File: src/rtl/scl_pkg.sv
// Constants and types shared by the start-up configuration loader
package scl_pkg;

    // Register map, byte addresses on the 2-byte address serial port
    localparam logic [15:0] BOOT_PAGE_CONFIG_ADDR = 16'h0014;
    localparam logic [15:0] RESET_CONTROL_ADDR    = 16'h0017;

    // Fields of boot_page_config
    localparam int OVERLAY_ENABLE_BIT   = 7;
    localparam int PAGE_OFFSET_LSB      = 3;
    localparam int PAGE_OFFSET_MSB      = 6;

    // Fields of reset_control
    localparam int CFG_DONE_BIT         = 7;
    localparam int GLOBAL_SOFT_RST_BIT  = 6;
    localparam int PLL_BUSY_LSB         = 3;
    localparam int PLL_RST_LSB          = 0;

    // Values after reset; the nonvolatile copy also ships as zero
    localparam logic [7:0] BOOT_PAGE_CONFIG_RST = 8'h00;
    localparam logic [7:0] RESET_CONTROL_RST    = 8'h00;

    // Strap levels of a three-level pin
    localparam logic [1:0] LVL_LOW  = 2'h0;
    localparam logic [1:0] LVL_MID  = 2'h1;
    localparam logic [1:0] LVL_HIGH = 2'h2;

    // Interface strap values
    localparam logic IF_I2C = 1'b0;
    localparam logic IF_SPI = 1'b1;

    // Page that boots into the low-power profile
    localparam logic [3:0] LOW_POWER_PAGE = 4'h3;

    // Register groups written by a loader: {dpll_frame_pin, drv, pll, osc}
    localparam logic [3:0] GRP_NONE    = 4'h0;
    localparam logic [3:0] GRP_ALL     = 4'hf;
    localparam logic [3:0] GRP_OVERLAY = 4'h7;

    // Start-up sequence, one-hot
    typedef enum logic [5:0] {
        ST_WAIT_PWR = 6'h01,
        ST_SAMPLE   = 6'h02,
        ST_ROM      = 6'h04,
        ST_OVERLAY  = 6'h08,
        ST_CAL      = 6'h10,
        ST_RUN      = 6'h20
    } scl_state_e;

endpackage

File: src/rtl/scl_startup_config_loader.sv
// Start-up sequencer: strap capture, ROM page, overlay, PLL calibration
`timescale 1ns/100ps

// What the document asks of this block, of the host and of the system
// Start the power-on configuration once the power-down pin is released high.
// Sample the interface strap at POR: 0 selects I2C address pin, 1 SPI.
// ROM page equals strap-pair page plus the stored page offset field.
// With zero offset map LL0 LH1 HL2 HH3 LM4 ML5 MM6 MH7 HM8.
// Page 3 boots low power, all PLLs off, all outputs disabled; an overlay boot clears low power and calibrates the PLLs.
// Page offset comes from nonvolatile store, factory zero; ROM pages unwritable.
// A global soft reset write restarts initialisation and PLL calibration.
// Same calibration sequence after POR, global and per-PLL soft reset.
// A per-PLL soft reset recalibrates and disturbs only that PLL's outputs.
// The system keeps the PLL reference stable before calibration begins.
// ROM-only boot loads the ROM page and skips the overlay.
// Overlay boot rewrites only oscillator, PLL and output driver groups.
// Host writes differing DPLL, frame-reference and pin settings after start.
// After ROM boot the host may rewrite ROM-initialised registers; accepted.
// Host should global-reset after changing PLL registers to realign dividers.
// Outputs may be disrupted after global reset until each PLL relocks.
// No soft reset needed for termination, driver, pin, status, DCO changes.
// Global reset advised after zero-delay or frame-reference configuration.
// Host uses one PLL's own reset when only that PLL changed.
// Overlay enable is stored nonvolatile, factory zero; 1 applies overlay.
// Strap levels are captured once at POR and then held.
module scl_startup_config_loader
    import scl_pkg::*;
#(
    parameter int NUM_PLL = 3
) (
    input  wire logic               ref_clk_i,             // 100 MHz clock
    input  wire logic               srst_i,                // Sync reset, high
    input  wire logic               power_down_n_pin_i,    // Power-down, low
    input  wire logic               interface_strap_pin_i, // I2C/SPI strap
    input  wire logic [1:0]         page_strap_high_i,     // Three-level strap
    input  wire logic [1:0]         page_strap_low_i,      // Three-level strap
    input  wire logic [7:0]         nv_boot_cfg_i,         // Stored boot byte
    input  wire logic               rom_done_i,            // ROM load finished
    input  wire logic               overlay_done_i,        // Overlay finished
    input  wire logic [NUM_PLL-1:0] pll_lock_i,            // PLL locked
    input  wire logic               reg_wr_i,              // Register write
    input  wire logic [15:0]        reg_addr_i,            // Register address
    input  wire logic [7:0]         reg_wdata_i,           // Write data
    output logic [7:0]              reg_rdata_o,           // Read data
    output logic                    spi_mode_o,            // 1 SPI, 0 I2C
    output logic                    addr_pin_is_i2c_o,     // Address pin role
    output logic [3:0]              rom_page_o,            // Selected page
    output logic                    low_power_o,           // Low-power boot
    output logic                    rom_load_req_o,        // ROM load request
    output logic                    overlay_load_req_o,    // Overlay request
    output logic [3:0]              load_groups_o,         // Groups written
    output logic [NUM_PLL-1:0]      pll_cal_start_o,       // Calibration pulse
    output logic [NUM_PLL-1:0]      pll_cal_busy_o,        // Calibrating
    output logic [NUM_PLL-1:0]      pll_out_enable_o,      // Outputs enabled
    output logic                    config_done_o          // Sequence finished
);

    // Base page of a strap pair before the offset is added
    function automatic logic [3:0] strap_page(input logic [1:0] hi,
                                              input logic [1:0] lo);
        logic [3:0] page;
        page = 4'h0;
        case ({hi, lo})
            {LVL_LOW, LVL_LOW}:   page = 4'h0;
            {LVL_LOW, LVL_HIGH}:  page = 4'h1;
            {LVL_HIGH, LVL_LOW}:  page = 4'h2;
            {LVL_HIGH, LVL_HIGH}: page = 4'h3;
            {LVL_LOW, LVL_MID}:   page = 4'h4;
            {LVL_MID, LVL_LOW}:   page = 4'h5;
            {LVL_MID, LVL_MID}:   page = 4'h6;
            {LVL_MID, LVL_HIGH}:  page = 4'h7;
            {LVL_HIGH, LVL_MID}:  page = 4'h8;
            default:              page = 4'h3;   // Any invalid code selects page 3
        endcase
        return page;
    endfunction

    scl_state_e           state;
    scl_state_e           next_state;
    logic                 spi_mode;
    logic                 next_spi_mode;
    logic [1:0]           strap_hi;
    logic [1:0]           next_strap_hi;
    logic [1:0]           strap_lo;
    logic [1:0]           next_strap_lo;
    logic [7:0]           boot_page_config;
    logic [7:0]           next_boot_page_config;
    logic [3:0]           rom_page;
    logic [3:0]           next_rom_page;
    logic                 low_power;
    logic                 next_low_power;
    logic [NUM_PLL-1:0]   cal_start;
    logic [NUM_PLL-1:0]   next_cal_start;
    logic [NUM_PLL-1:0]   cal_busy;
    logic [NUM_PLL-1:0]   next_cal_busy;
    logic [7:0]           rdata;
    logic [7:0]           next_rdata;

    logic                 wr_boot;
    logic                 wr_reset;
    logic                 global_rst_req;
    logic [NUM_PLL-1:0]   pll_rst_req;
    logic [NUM_PLL-1:0]   all_pll;

    // Register write decode; soft reset bits are strobes, never stored
    always_comb begin
        all_pll        = '1;
        wr_boot        = reg_wr_i && (reg_addr_i == BOOT_PAGE_CONFIG_ADDR);
        wr_reset       = reg_wr_i && (reg_addr_i == RESET_CONTROL_ADDR);
        global_rst_req = wr_reset && reg_wdata_i[GLOBAL_SOFT_RST_BIT];
        pll_rst_req    = wr_reset ? reg_wdata_i[PLL_RST_LSB +: NUM_PLL]
                                  : '0;
    end

    // Sequence and held configuration, next values
    always_comb begin
        next_state            = state;
        next_spi_mode         = spi_mode;
        next_strap_hi         = strap_hi;
        next_strap_lo         = strap_lo;
        next_boot_page_config = boot_page_config;
        next_rom_page         = rom_page;
        next_low_power        = low_power;
        next_cal_start        = '0;
        // A lock ends a calibration, a new start wins over that lock
        next_cal_busy         = cal_busy & ~pll_lock_i;
        if (wr_boot) begin
            next_boot_page_config = reg_wdata_i;
        end
        case (state)
            ST_WAIT_PWR: begin
                if (power_down_n_pin_i) begin
                    next_state = ST_SAMPLE;
                end
            end
            ST_SAMPLE: begin
                // Straps are caught once here and held; the stored byte is loaded here and host writes may replace it
                next_spi_mode         = interface_strap_pin_i;
                next_strap_hi         = page_strap_high_i;
                next_strap_lo         = page_strap_low_i;
                next_boot_page_config = nv_boot_cfg_i;
                next_state            = ST_ROM;
            end
            ST_ROM: begin
                // Offset added modulo 16; sums past the last page are
                // the host's problem, the ROM answers them as it will
                next_rom_page = strap_page(strap_hi, strap_lo)
                    + boot_page_config[PAGE_OFFSET_MSB:PAGE_OFFSET_LSB];
                if (rom_done_i) begin
                    next_low_power = (rom_page == LOW_POWER_PAGE);
                    if (boot_page_config[OVERLAY_ENABLE_BIT]) begin
                        next_state = ST_OVERLAY;
                    end else if (rom_page == LOW_POWER_PAGE) begin
                        next_state = ST_RUN;
                    end else begin
                        next_state     = ST_CAL;
                        next_cal_start = all_pll;
                        next_cal_busy  = all_pll;
                    end
                end
            end
            ST_OVERLAY: begin
                if (overlay_done_i) begin
                    // Overlay may bring PLLs up even on the low-power page
                    next_low_power = 1'b0;
                    next_state     = ST_CAL;
                    next_cal_start = all_pll;
                    next_cal_busy  = all_pll;
                end
            end
            ST_CAL: begin
                if (cal_busy == '0) begin
                    next_state = ST_RUN;
                end
            end
            ST_RUN: begin
                // Only the addressed PLLs restart; the others keep running
                if (!low_power) begin
                    next_cal_start = pll_rst_req;
                    next_cal_busy  = next_cal_busy | pll_rst_req;
                end
            end
            default: begin
                next_state = ST_WAIT_PWR;
            end
        endcase
        // Global soft reset replays the sequence from the ROM load
        if (global_rst_req && (state != ST_WAIT_PWR)
                && (state != ST_SAMPLE)) begin
            next_state     = ST_ROM;
            next_cal_start = '0;
            next_cal_busy  = '0;
            next_low_power = 1'b0;
        end
        // Pulling the power-down pin low returns to the POR wait
        if (!power_down_n_pin_i) begin
            next_state     = ST_WAIT_PWR;
            next_cal_start = '0;
            next_cal_busy  = '0;
            // Low-power flag must not outlive the page it came from
            next_low_power = 1'b0;
        end
    end

    // Read mux, registered so read data comes from a flop
    always_comb begin
        next_rdata = 8'h00;
        case (reg_addr_i)
            BOOT_PAGE_CONFIG_ADDR: begin
                next_rdata = boot_page_config;
            end
            RESET_CONTROL_ADDR: begin
                next_rdata[CFG_DONE_BIT]                 = (state == ST_RUN);
                next_rdata[PLL_BUSY_LSB +: NUM_PLL]      = cal_busy;
            end
            default: begin
                next_rdata = 8'h00;
            end
        endcase
    end

    // State registers
    always_ff @(posedge ref_clk_i) begin
        if (srst_i) begin
            state            <= ST_WAIT_PWR;
            spi_mode         <= IF_I2C;
            strap_hi         <= LVL_LOW;
            strap_lo         <= LVL_LOW;
            boot_page_config <= BOOT_PAGE_CONFIG_RST;
            rom_page         <= 4'h0;
            low_power        <= 1'b0;
            cal_start        <= '0;
            cal_busy         <= '0;
            rdata            <= RESET_CONTROL_RST;
        end else begin
            state            <= next_state;
            spi_mode         <= next_spi_mode;
            strap_hi         <= next_strap_hi;
            strap_lo         <= next_strap_lo;
            boot_page_config <= next_boot_page_config;
            rom_page         <= next_rom_page;
            low_power        <= next_low_power;
            cal_start        <= next_cal_start;
            cal_busy         <= next_cal_busy;
            rdata            <= next_rdata;
        end
    end

    // Outputs; the load requests are handshake levels held until done
    always_comb begin
        reg_rdata_o        = rdata;
        spi_mode_o         = spi_mode;
        addr_pin_is_i2c_o  = (spi_mode == IF_I2C);
        rom_page_o         = rom_page;
        low_power_o        = low_power;
        rom_load_req_o     = (state == ST_ROM) && (rom_page == next_rom_page);
        overlay_load_req_o = (state == ST_OVERLAY);
        load_groups_o      = GRP_NONE;
        if (state == ST_ROM) begin
            load_groups_o = GRP_ALL;
        end else if (state == ST_OVERLAY) begin
            load_groups_o = GRP_OVERLAY;
        end
        pll_cal_start_o    = cal_start;
        pll_cal_busy_o     = cal_busy;
        // A PLL drives its outputs only when running and not calibrating
        pll_out_enable_o   = ((state == ST_RUN) && !low_power)
                             ? ~cal_busy : '0;
        config_done_o      = (state == ST_RUN);
    end

endmodule

File: config.mk
export PLATFORM = sky130hd
export DESIGN_NAME = scl_startup_config_loader
export DESIGN_NICKNAME = d
export VERILOG_FILES = /design/src/rtl/scl_pkg.sv /design/src/rtl/scl_startup_config_loader.sv
export SDC_FILE = /design/constraint.sdc
export NUM_CORES = 1
export LEC_CHECK = 0
export BUFFER_PORTS_ARGS = -buffer_cell sky130_fd_sc_hd__buf_2
export CAP_MARGIN = 10
export CORE_MARGIN = 5
export CORE_UTILIZATION = 47
export CTS_BUF_LIST = sky130_fd_sc_hd__clkbuf_16
export DETAILED_ROUTE_END_ITERATION = 10
export PLACE_DENSITY = 0.76
export SYNTH_ARGS = -nofsm -noshare
export SYNTH_HDL_FRONTEND = slang
export SYNTH_SLANG_ARGS = --single-unit
File: constraint.sdc
create_clock -name ref_clk_i -period 2.1 [get_ports ref_clk_i]
set_clock_uncertainty 0.15 [all_clocks]
set_input_delay 0.42 -clock ref_clk_i [delete_from_list [all_inputs] [get_ports ref_clk_i]]
set_output_delay 0.42 -clock ref_clk_i [all_outputs]
set_load 0.1 [all_outputs]
==> flow_metrics.env, run 1 <==
export IMPL_maxCapViolations=0
export IMPL_rrSetupSlack_ps=60
export IMPL_grt_busiest_layer="met2"
export IMPL_vias_per_cell=5.38
export IMPL_clock_latency_ps=280
export IMPL_die_x_um=77.6
export IMPL_postPlaceCellArea_sq_um=2860
export IMPL_async_flop_share=0
export IMPL_cts_tree="done"
export IMPL_post_route_util=0.719
export IMPL_gr_usage_met3=0.0648
export IMPL_critPathTopFamily="adder cells"
export IMPL_gr_usage_met2=0.369
export IMPL_synth_most_common_cell="dfxtp_1"
export IMPL_antenna_diode_count=0
export IMPL_multi_input_area_sq_um=1300
export IMPL_synth_edf_count=0
export IMPL_dieArea_sq_um=6020
export IMPL_antenna_found_initial=0
export IMPL_post_route_cell_area_sq_um=3150
export IMPL_initialDrtViolationCount=146
export IMPL_finalPower_w=0.00184
export IMPL_drv_slew=0
export IMPL_overflow=0
export IMPL_crit_chain="ha_4 -> fa_1 -> xor2_1 -> nor3_1 -> and3_4 -> buf_12"
export IMPL_r2r_start="state[4]"
export IMPL_synth_main_ff_cell="dfxtp_1"
export IMPL_area_growth_pct=46.8
export IMPL_wire_per_inst_um=15.7
export IMPL_synth_seq_cells=42
export IMPL_htreeDepth=2
export IMPL_setup_ws_ps=-395
export IMPL_tightestPinTransition_ps=498
export IMPL_cts_sinks=42
export IMPL_finalSetupViolCount=5
export IMPL_fillers=313
export IMPL_grt_util_met1=0.218
export IMPL_grt_pass1_vias=2182
export IMPL_start_util=0.490
export IMPL_path_class="reg -> out"
export IMPL_die_y_um=77.6
export IMPL_synth_yosys_seq_area_share=0.391
export IMPL_arrival_ps=1930
export IMPL_crit_buf_inv=1
export IMPL_min_period_ps=2500
export IMPL_synth_nets=282
export IMPL_io_buffers=76
export IMPL_routed_wl_um=5990
export IMPL_power_density_nw_per_um2=583
export IMPL_finalNetCount=380
export IMPL_vdd_drop_max_v=0.000349
export IMPL_crit_path_max_incr_delay_ps=470
export IMPL_fin_cells=382
export IMPL_status="finished with violations"
export IMPL_fp_row_count=24
export IMPL_grt_max_degree=17
export IMPL_path_clk_slew_ps=60
export IMPL_syn_inst=232
export IMPL_gp_congestion=0.892
export IMPL_cts_buffers=5
export IMPL_slew_headroom=0.670
export IMPL_hold_path_startpoint="interface_strap_pin_i"
export IMPL_violations="negative setup slack"
export IMPL_drive_gt1_frac=0.458
export IMPL_min_to="spi_mode_o"
export IMPL_cts_buffer_depth=2
export IMPL_seqCellArea_sq_um=856
export IMPL_num_io_pins=77
export IMPL_final_period_utilization=1.19
export IMPL_place_detailed_hpwl_um=4510
export IMPL_rsz0062_at_grt="yes"
export IMPL_synth_area_sq_um=2150
export IMPL_cp_slowest_cell="fa_1"
export IMPL_grt_usage=0.205
export IMPL_firstDrtPassIters=4
export IMPL_startpoint_type="register"
export IMPL_antenna_left=0
export IMPL_ys_warn_count=0
export IMPL_p_leak_nw=1.35
export IMPL_min_path_cells=3
export IMPL_fmax_mhz=401
export IMPL_grt_first_pass_wirelength_um=10100
export IMPL_drcViolationCount=0
export IMPL_hold_viol=0
export IMPL_clockRootBuffer="clkbuf_16"
export IMPL_synth_top_cell_area_share=0.391
export IMPL_synth_cell_type_count=54
export IMPL_crit_fanout=2
export IMPL_vias=2055
export IMPL_syn_avg_cell_area_sq_um=9.26
export IMPL_synth_common_cells="dfxtp_1 (42), nor2_1 (32), nand2_1 (13), a21oi_1 (11), mux2i_1 (10)"
export IMPL_critPathCaptureType="output pin"
export IMPL_yosysTopAreaCell="dfxtp_1"
export IMPL_setup_tns_ps=-552
export IMPL_dp_cells=366
export IMPL_hp_class="in -> reg"
export IMPL_crit_required_ps=1530
export IMPL_core_sq_um=4380
export IMPL_synthTopCellsByArea="dfxtp_1 (39%), nor2_1 (5.6%), mux2i_1 (4.7%), nor4_4 (3.0%), nand2b_1 (2.6%)"
export IMPL_r2r_cells=6
worst max-delay path by stage:
stage / start / endpoint / slack, ps / cells after the start
after floorplan: low_power_o / pll_out_enable_o[0] / -270 / 3
after global placement: register / rom_load_req_o / -120 / 6
after detailed placement: register / rom_load_req_o / -140 / 6
after CTS: boot_page_config[4] / rom_load_req_o / -440 / 7
after global routing: boot_page_config[3] / rom_load_req_o / -490 / 6
final: boot_page_config[3] / rom_load_req_o / -400 / 6
placed cells by master (no fill, tap or decap), types with 2 or more instances in the layout:
| master | instances |
|---|---|
| a21oi_1 | 10 |
| a211oi_2 | 2 |
| a31oi_1 | 6 |
| xor2_1 | 5 |
| a21o_1 | 3 |
| nor3_1 | 8 |
| dfxtp_2 | 9 |
| nand4_1 | 2 |
| and2_1 | 6 |
| buf_2 | 66 |
| nand3b_1 | 2 |
| buf_4 | 24 |
| inv_4 | 2 |
| o31ai_4 | 2 |
| clkbuf_16 | 5 |
| clkinvlp_4 | 2 |
| nor4_4 | 3 |
| nor2_4 | 4 |
| ha_1 | 2 |
| dfxtp_1 | 32 |
| buf_12 | 11 |
| nand2_1 | 12 |
| xnor2_1 | 3 |
| nand3_1 | 5 |
| a211oi_1 | 6 |
| nor2b_1 | 5 |
| mux2i_1 | 10 |
| inv_1 | 4 |
| nor2_1 | 28 |
| nand2b_1 | 9 |
| o21ai_0 | 3 |
| and3_4 | 2 |
| a22o_1 | 4 |
what timing repair did:
action,CTS,global route
gates resized for setup,11,6
buffers inserted,3,7
hold buffers,0,0
endpoints found under the setup margin,10,20
pin swaps,3,6
kinds of logic (layout without fill, tap and decap cells):
group | after synthesis | in the layout | share of synthesized area
XOR/XNOR | 9 | 9 | 0.0367
AND/OR/NAND/NOR | 105 | 105 | 0.292
adder cells (fa/ha/maj) | 4 | 4 | 0.0268
buffers and inverters | 18 | 116 | 0.0472
flip-flops | 42 | 42 | 0.391
multiplexers | 11 | 11 | 0.0530
AO/OA/AOI/OAI | 43 | 43 | 0.153
report_power, final:
group | internal [W] | switching (W) | leakage [nW]
Sequential | 0.000807 | 0.0000112 | 0.344
Combinational | 0.0000819 | 0.0000874 | 0.931
Clock | 0.000550 | 0.000300 | 0.0773
Total | 0.00144 | 0.000399 | 1.35
metrics by stage:
stage / worst slack [ps] / hold WS (ps)
5_1_grt: -486 / 221
6_report: -395 / 227
3_5_place_dp: -136 / 288
4_1_cts: -438 / 228
3_3_place_gp: -116 / 289
2_1_floorplan: -269 / 281
flip-flops by register name, indices dropped and copies added, names as in the netlist, named ones only:
signal,flops
boot_page_config,8
reg_rdata_o,8
state,6
rom_page_o,4
pll_cal_busy_o,3
pll_cal_start_o,3
strap_hi,2
strap_lo,2
low_power_o,1
spi_mode_o,1
cell type report:
| cell class | instances | area share |
|---|---|---|
| sequential | 42 | 0.271 |
| tap | 52 | 0.0206 |
| clock inverter | 2 | 0.0107 |
| multi-input combinational | 172 | 0.412 |
| clock buffer | 5 | 0.0397 |
| inverter | 8 | 0.0135 |
| timing repair buffer | 101 | 0.232 |
metal layers:
layer / part of all wire / wire length (um)
met5: 0 / 0
met3: 0.061 / 368
met2: 0.54 / 3220
met1: 0.38 / 2270
met4: 0.022 / 133
worst min-delay path: cells and delay by family:
| kind | cells | cell delay [ps] |
|---|---|---|
| and+or+nand+nor | 1 | 40 |
| AOI/OAI and AO/OA | 1 | 60 |
| buffers and inverters | 1 | 90 |
Power figures use the tool's default switching activity.
==> run 2, diff against run 1 <==
GPL_TIMING_DRIVEN = 0   (was default)
MAX_ROUTING_LAYER = met4   (was default)
==> run 2 against run 1 <==
The run still ends with negative setup slack left. Clock-buffer cell count stayed put. Global-route usage up 0.069 points. Final cell count decreased by 0.79%. Largest power group is now registers. Power fell by 6.0%. Clock power decreased by 13%. Critical path type unchanged. Worst hold slack worse by 8.2 ps. Die area unchanged.
==> flow_metrics.env, run 2 (same netlist as run 1, synthesis figures left out) <==
export IMPL_finalSetupViolCount=9
export IMPL_min_period_ps=2570
export IMPL_start_util=0.490
export IMPL_vdd_drop_max_v=0.000451
export IMPL_core_sq_um=4380
export IMPL_vias=2126
export IMPL_grt_max_degree=14
export IMPL_clockRootBuffer="clkbuf_16"
export IMPL_antenna_left=0
export IMPL_path_clk_slew_ps=60
export IMPL_clock_latency_ps=280
export IMPL_overflow=0
export IMPL_cts_hold_buf=0
export IMPL_maxCapViolations=0
export IMPL_r2r_start="state[4]"
export IMPL_cts_buffer_depth=2
export IMPL_tightestPinTransition_ps=607
export IMPL_routed_wl_um=6290
export IMPL_final_period_utilization=1.22
export IMPL_die_x_um=77.6
export IMPL_antenna_found_initial=0
export IMPL_hold_viol=0
export IMPL_num_io_pins=77
export IMPL_htreeDepth=2
export IMPL_finalNetCount=376
export IMPL_violations="negative setup slack"
export IMPL_startpoint_type="register"
export IMPL_gp_congestion=0.830
export IMPL_drcViolationCount=0
export IMPL_antenna_diode_count=0
export IMPL_fin_cells=379
export IMPL_critPathCaptureType="output pin"
export IMPL_initialDrtViolationCount=183
export IMPL_whs_ps=219
export IMPL_setup_ws_ps=-467
export IMPL_place_detailed_hpwl_um=4190
export IMPL_fillers=312
export IMPL_grt_pass1_vias=2121
export IMPL_arrival_ps=2000
export IMPL_hp_class="in -> reg"
export IMPL_vias_per_cell=5.61
export IMPL_fmax_mhz=390
export IMPL_rrSetupSlack_ps=70
export IMPL_io_buffers=76
export IMPL_dp_cells=360
export IMPL_drive_gt1_frac=0.468
export IMPL_layout_commonest_cell="buf_2"
export IMPL_dieArea_sq_um=6020
export IMPL_post_route_util=0.729
export IMPL_fp_row_count=24
export IMPL_firstDrtPassIters=5
export IMPL_path_class="reg -> out"
export IMPL_cts_tree="done"
export IMPL_drv_slew=0
export IMPL_cts_buffers=5
export IMPL_wire_per_inst_um=16.6
export IMPL_power_density_nw_per_um2=540
export IMPL_grt_first_pass_wirelength_um=9770
export IMPL_die_y_um=77.6
export IMPL_area_growth_pct=48.9
export IMPL_p_leak_nw=1.34
export IMPL_setup_worst_path_start="boot_page_config[3]"
export IMPL_setup_worst_path_end="rom_load_req_o"
export IMPL_r2r_end="boot_page_config[6]"
export IMPL_rsz0062_at_grt="yes"
export IMPL_finalPower_w=0.00173
export IMPL_crit_fanout=2
export IMPL_slew_headroom=0.590
export IMPL_crit_required_ps=1530
export IMPL_final_cell_mix="buf_2 (66), dfxtp_1 (31), nor2_1 (28), buf_4 (13), nand2_1 (12)"
export IMPL_r2r_cells=7
export IMPL_grt_usage=0.205
export IMPL_cts_sinks=42
export IMPL_status="finished with violations"
-- run 2: cell count changes in the layout (fill, tap and decap cells not counted), moves of 2 or more --
cell | previous run | this run
buf_6 | 0 | 6
dfxtp_2 | 9 | 7
mux2i_4 | 0 | 2
clkbuf_1 | 0 | 2
dfxtp_4 | 1 | 4
buf_4 | 24 | 13
mux2i_1 | 10 | 7
-- run 2: cell type report --
class                   instances  area (sq um)  share of cell area
plain buffers                   6          52.6              0.0164
well taps                      52          65.1              0.0203
multi-input cells             172          1370               0.429
flip-flops and latches         42           865               0.270
clock inverters                 3          16.3             0.00509
inverters                       8          52.6              0.0164
clock buffers                   5           125              0.0391
repair buffers                 91           651               0.203
-- run 2: worst max-delay path, cell delays in order (launching register included) --
cell     delay [ps]
dfxtp_4         350
ha_4            160
fa_1            470
xor2_1          180
nor3_2          180
and3_4          210
buf_12          170
-- run 2: what timing repair did --
item                                   4_1_cts  5_1_grt
setup endpoints to repair                   10       15
gates resized for setup                     50       26
setup buffers                               11        4
endpoints found under the hold margin        0        0
pin swaps                                    8        5
-- run 2: how the worst min path moves through the flow --
| stage | startpoint | endpoint | cells past startpoint |
|---|---|---|---|
| floorplan | boot_page_config[0] | reg_rdata_o[0] | 1 |
| global placement | boot_page_config[2] | reg_rdata_o[2] | 1 |
| detailed placement | boot_page_config[1] | reg_rdata_o[1] | 1 |
| CTS | interface_strap_pin_i | spi_mode_o | 3 |
| global route | interface_strap_pin_i | spi_mode_o | 3 |
| finish | interface_strap_pin_i | spi_mode_o | 3 |
-- run 2: metrics by stage --
stage / cell area, sq um / worst slack (ps) / setup TNS [ps]
3_5_place_dp: 2670 / -411 / -1690
3_3_place_gp: 2670 / -413 / -1180
6_report: 3200 / -467 / -908
5_1_grt: 3200 / -541 / -1250
2_1_floorplan: 2230 / -269 / -1190
4_1_cts: 3060 / -444 / -663
-- run 2: layer usage --
metal,wire length (um),vias to the layer above,GRT usage,share of wire
met1,2360,976,0.231,0.38
met5,0,-,-,0
met4,255,0,0.0962,0.041
li1,-,1012,-,-
met2,3230,108,0.341,0.51
met3,442,30,0.0498,0.070
-- run 2: power breakdown --
part / total [W] / leakage [nW] / switching (W) / internal (W)
logic: 0.000175 / 0.929 / 0.0000940 / 0.0000809
registers: 0.000816 / 0.345 / 0.0000122 / 0.000804
clock network: 0.000737 / 0.0672 / 0.000303 / 0.000433
total: 0.00173 / 1.34 / 0.000409 / 0.00132
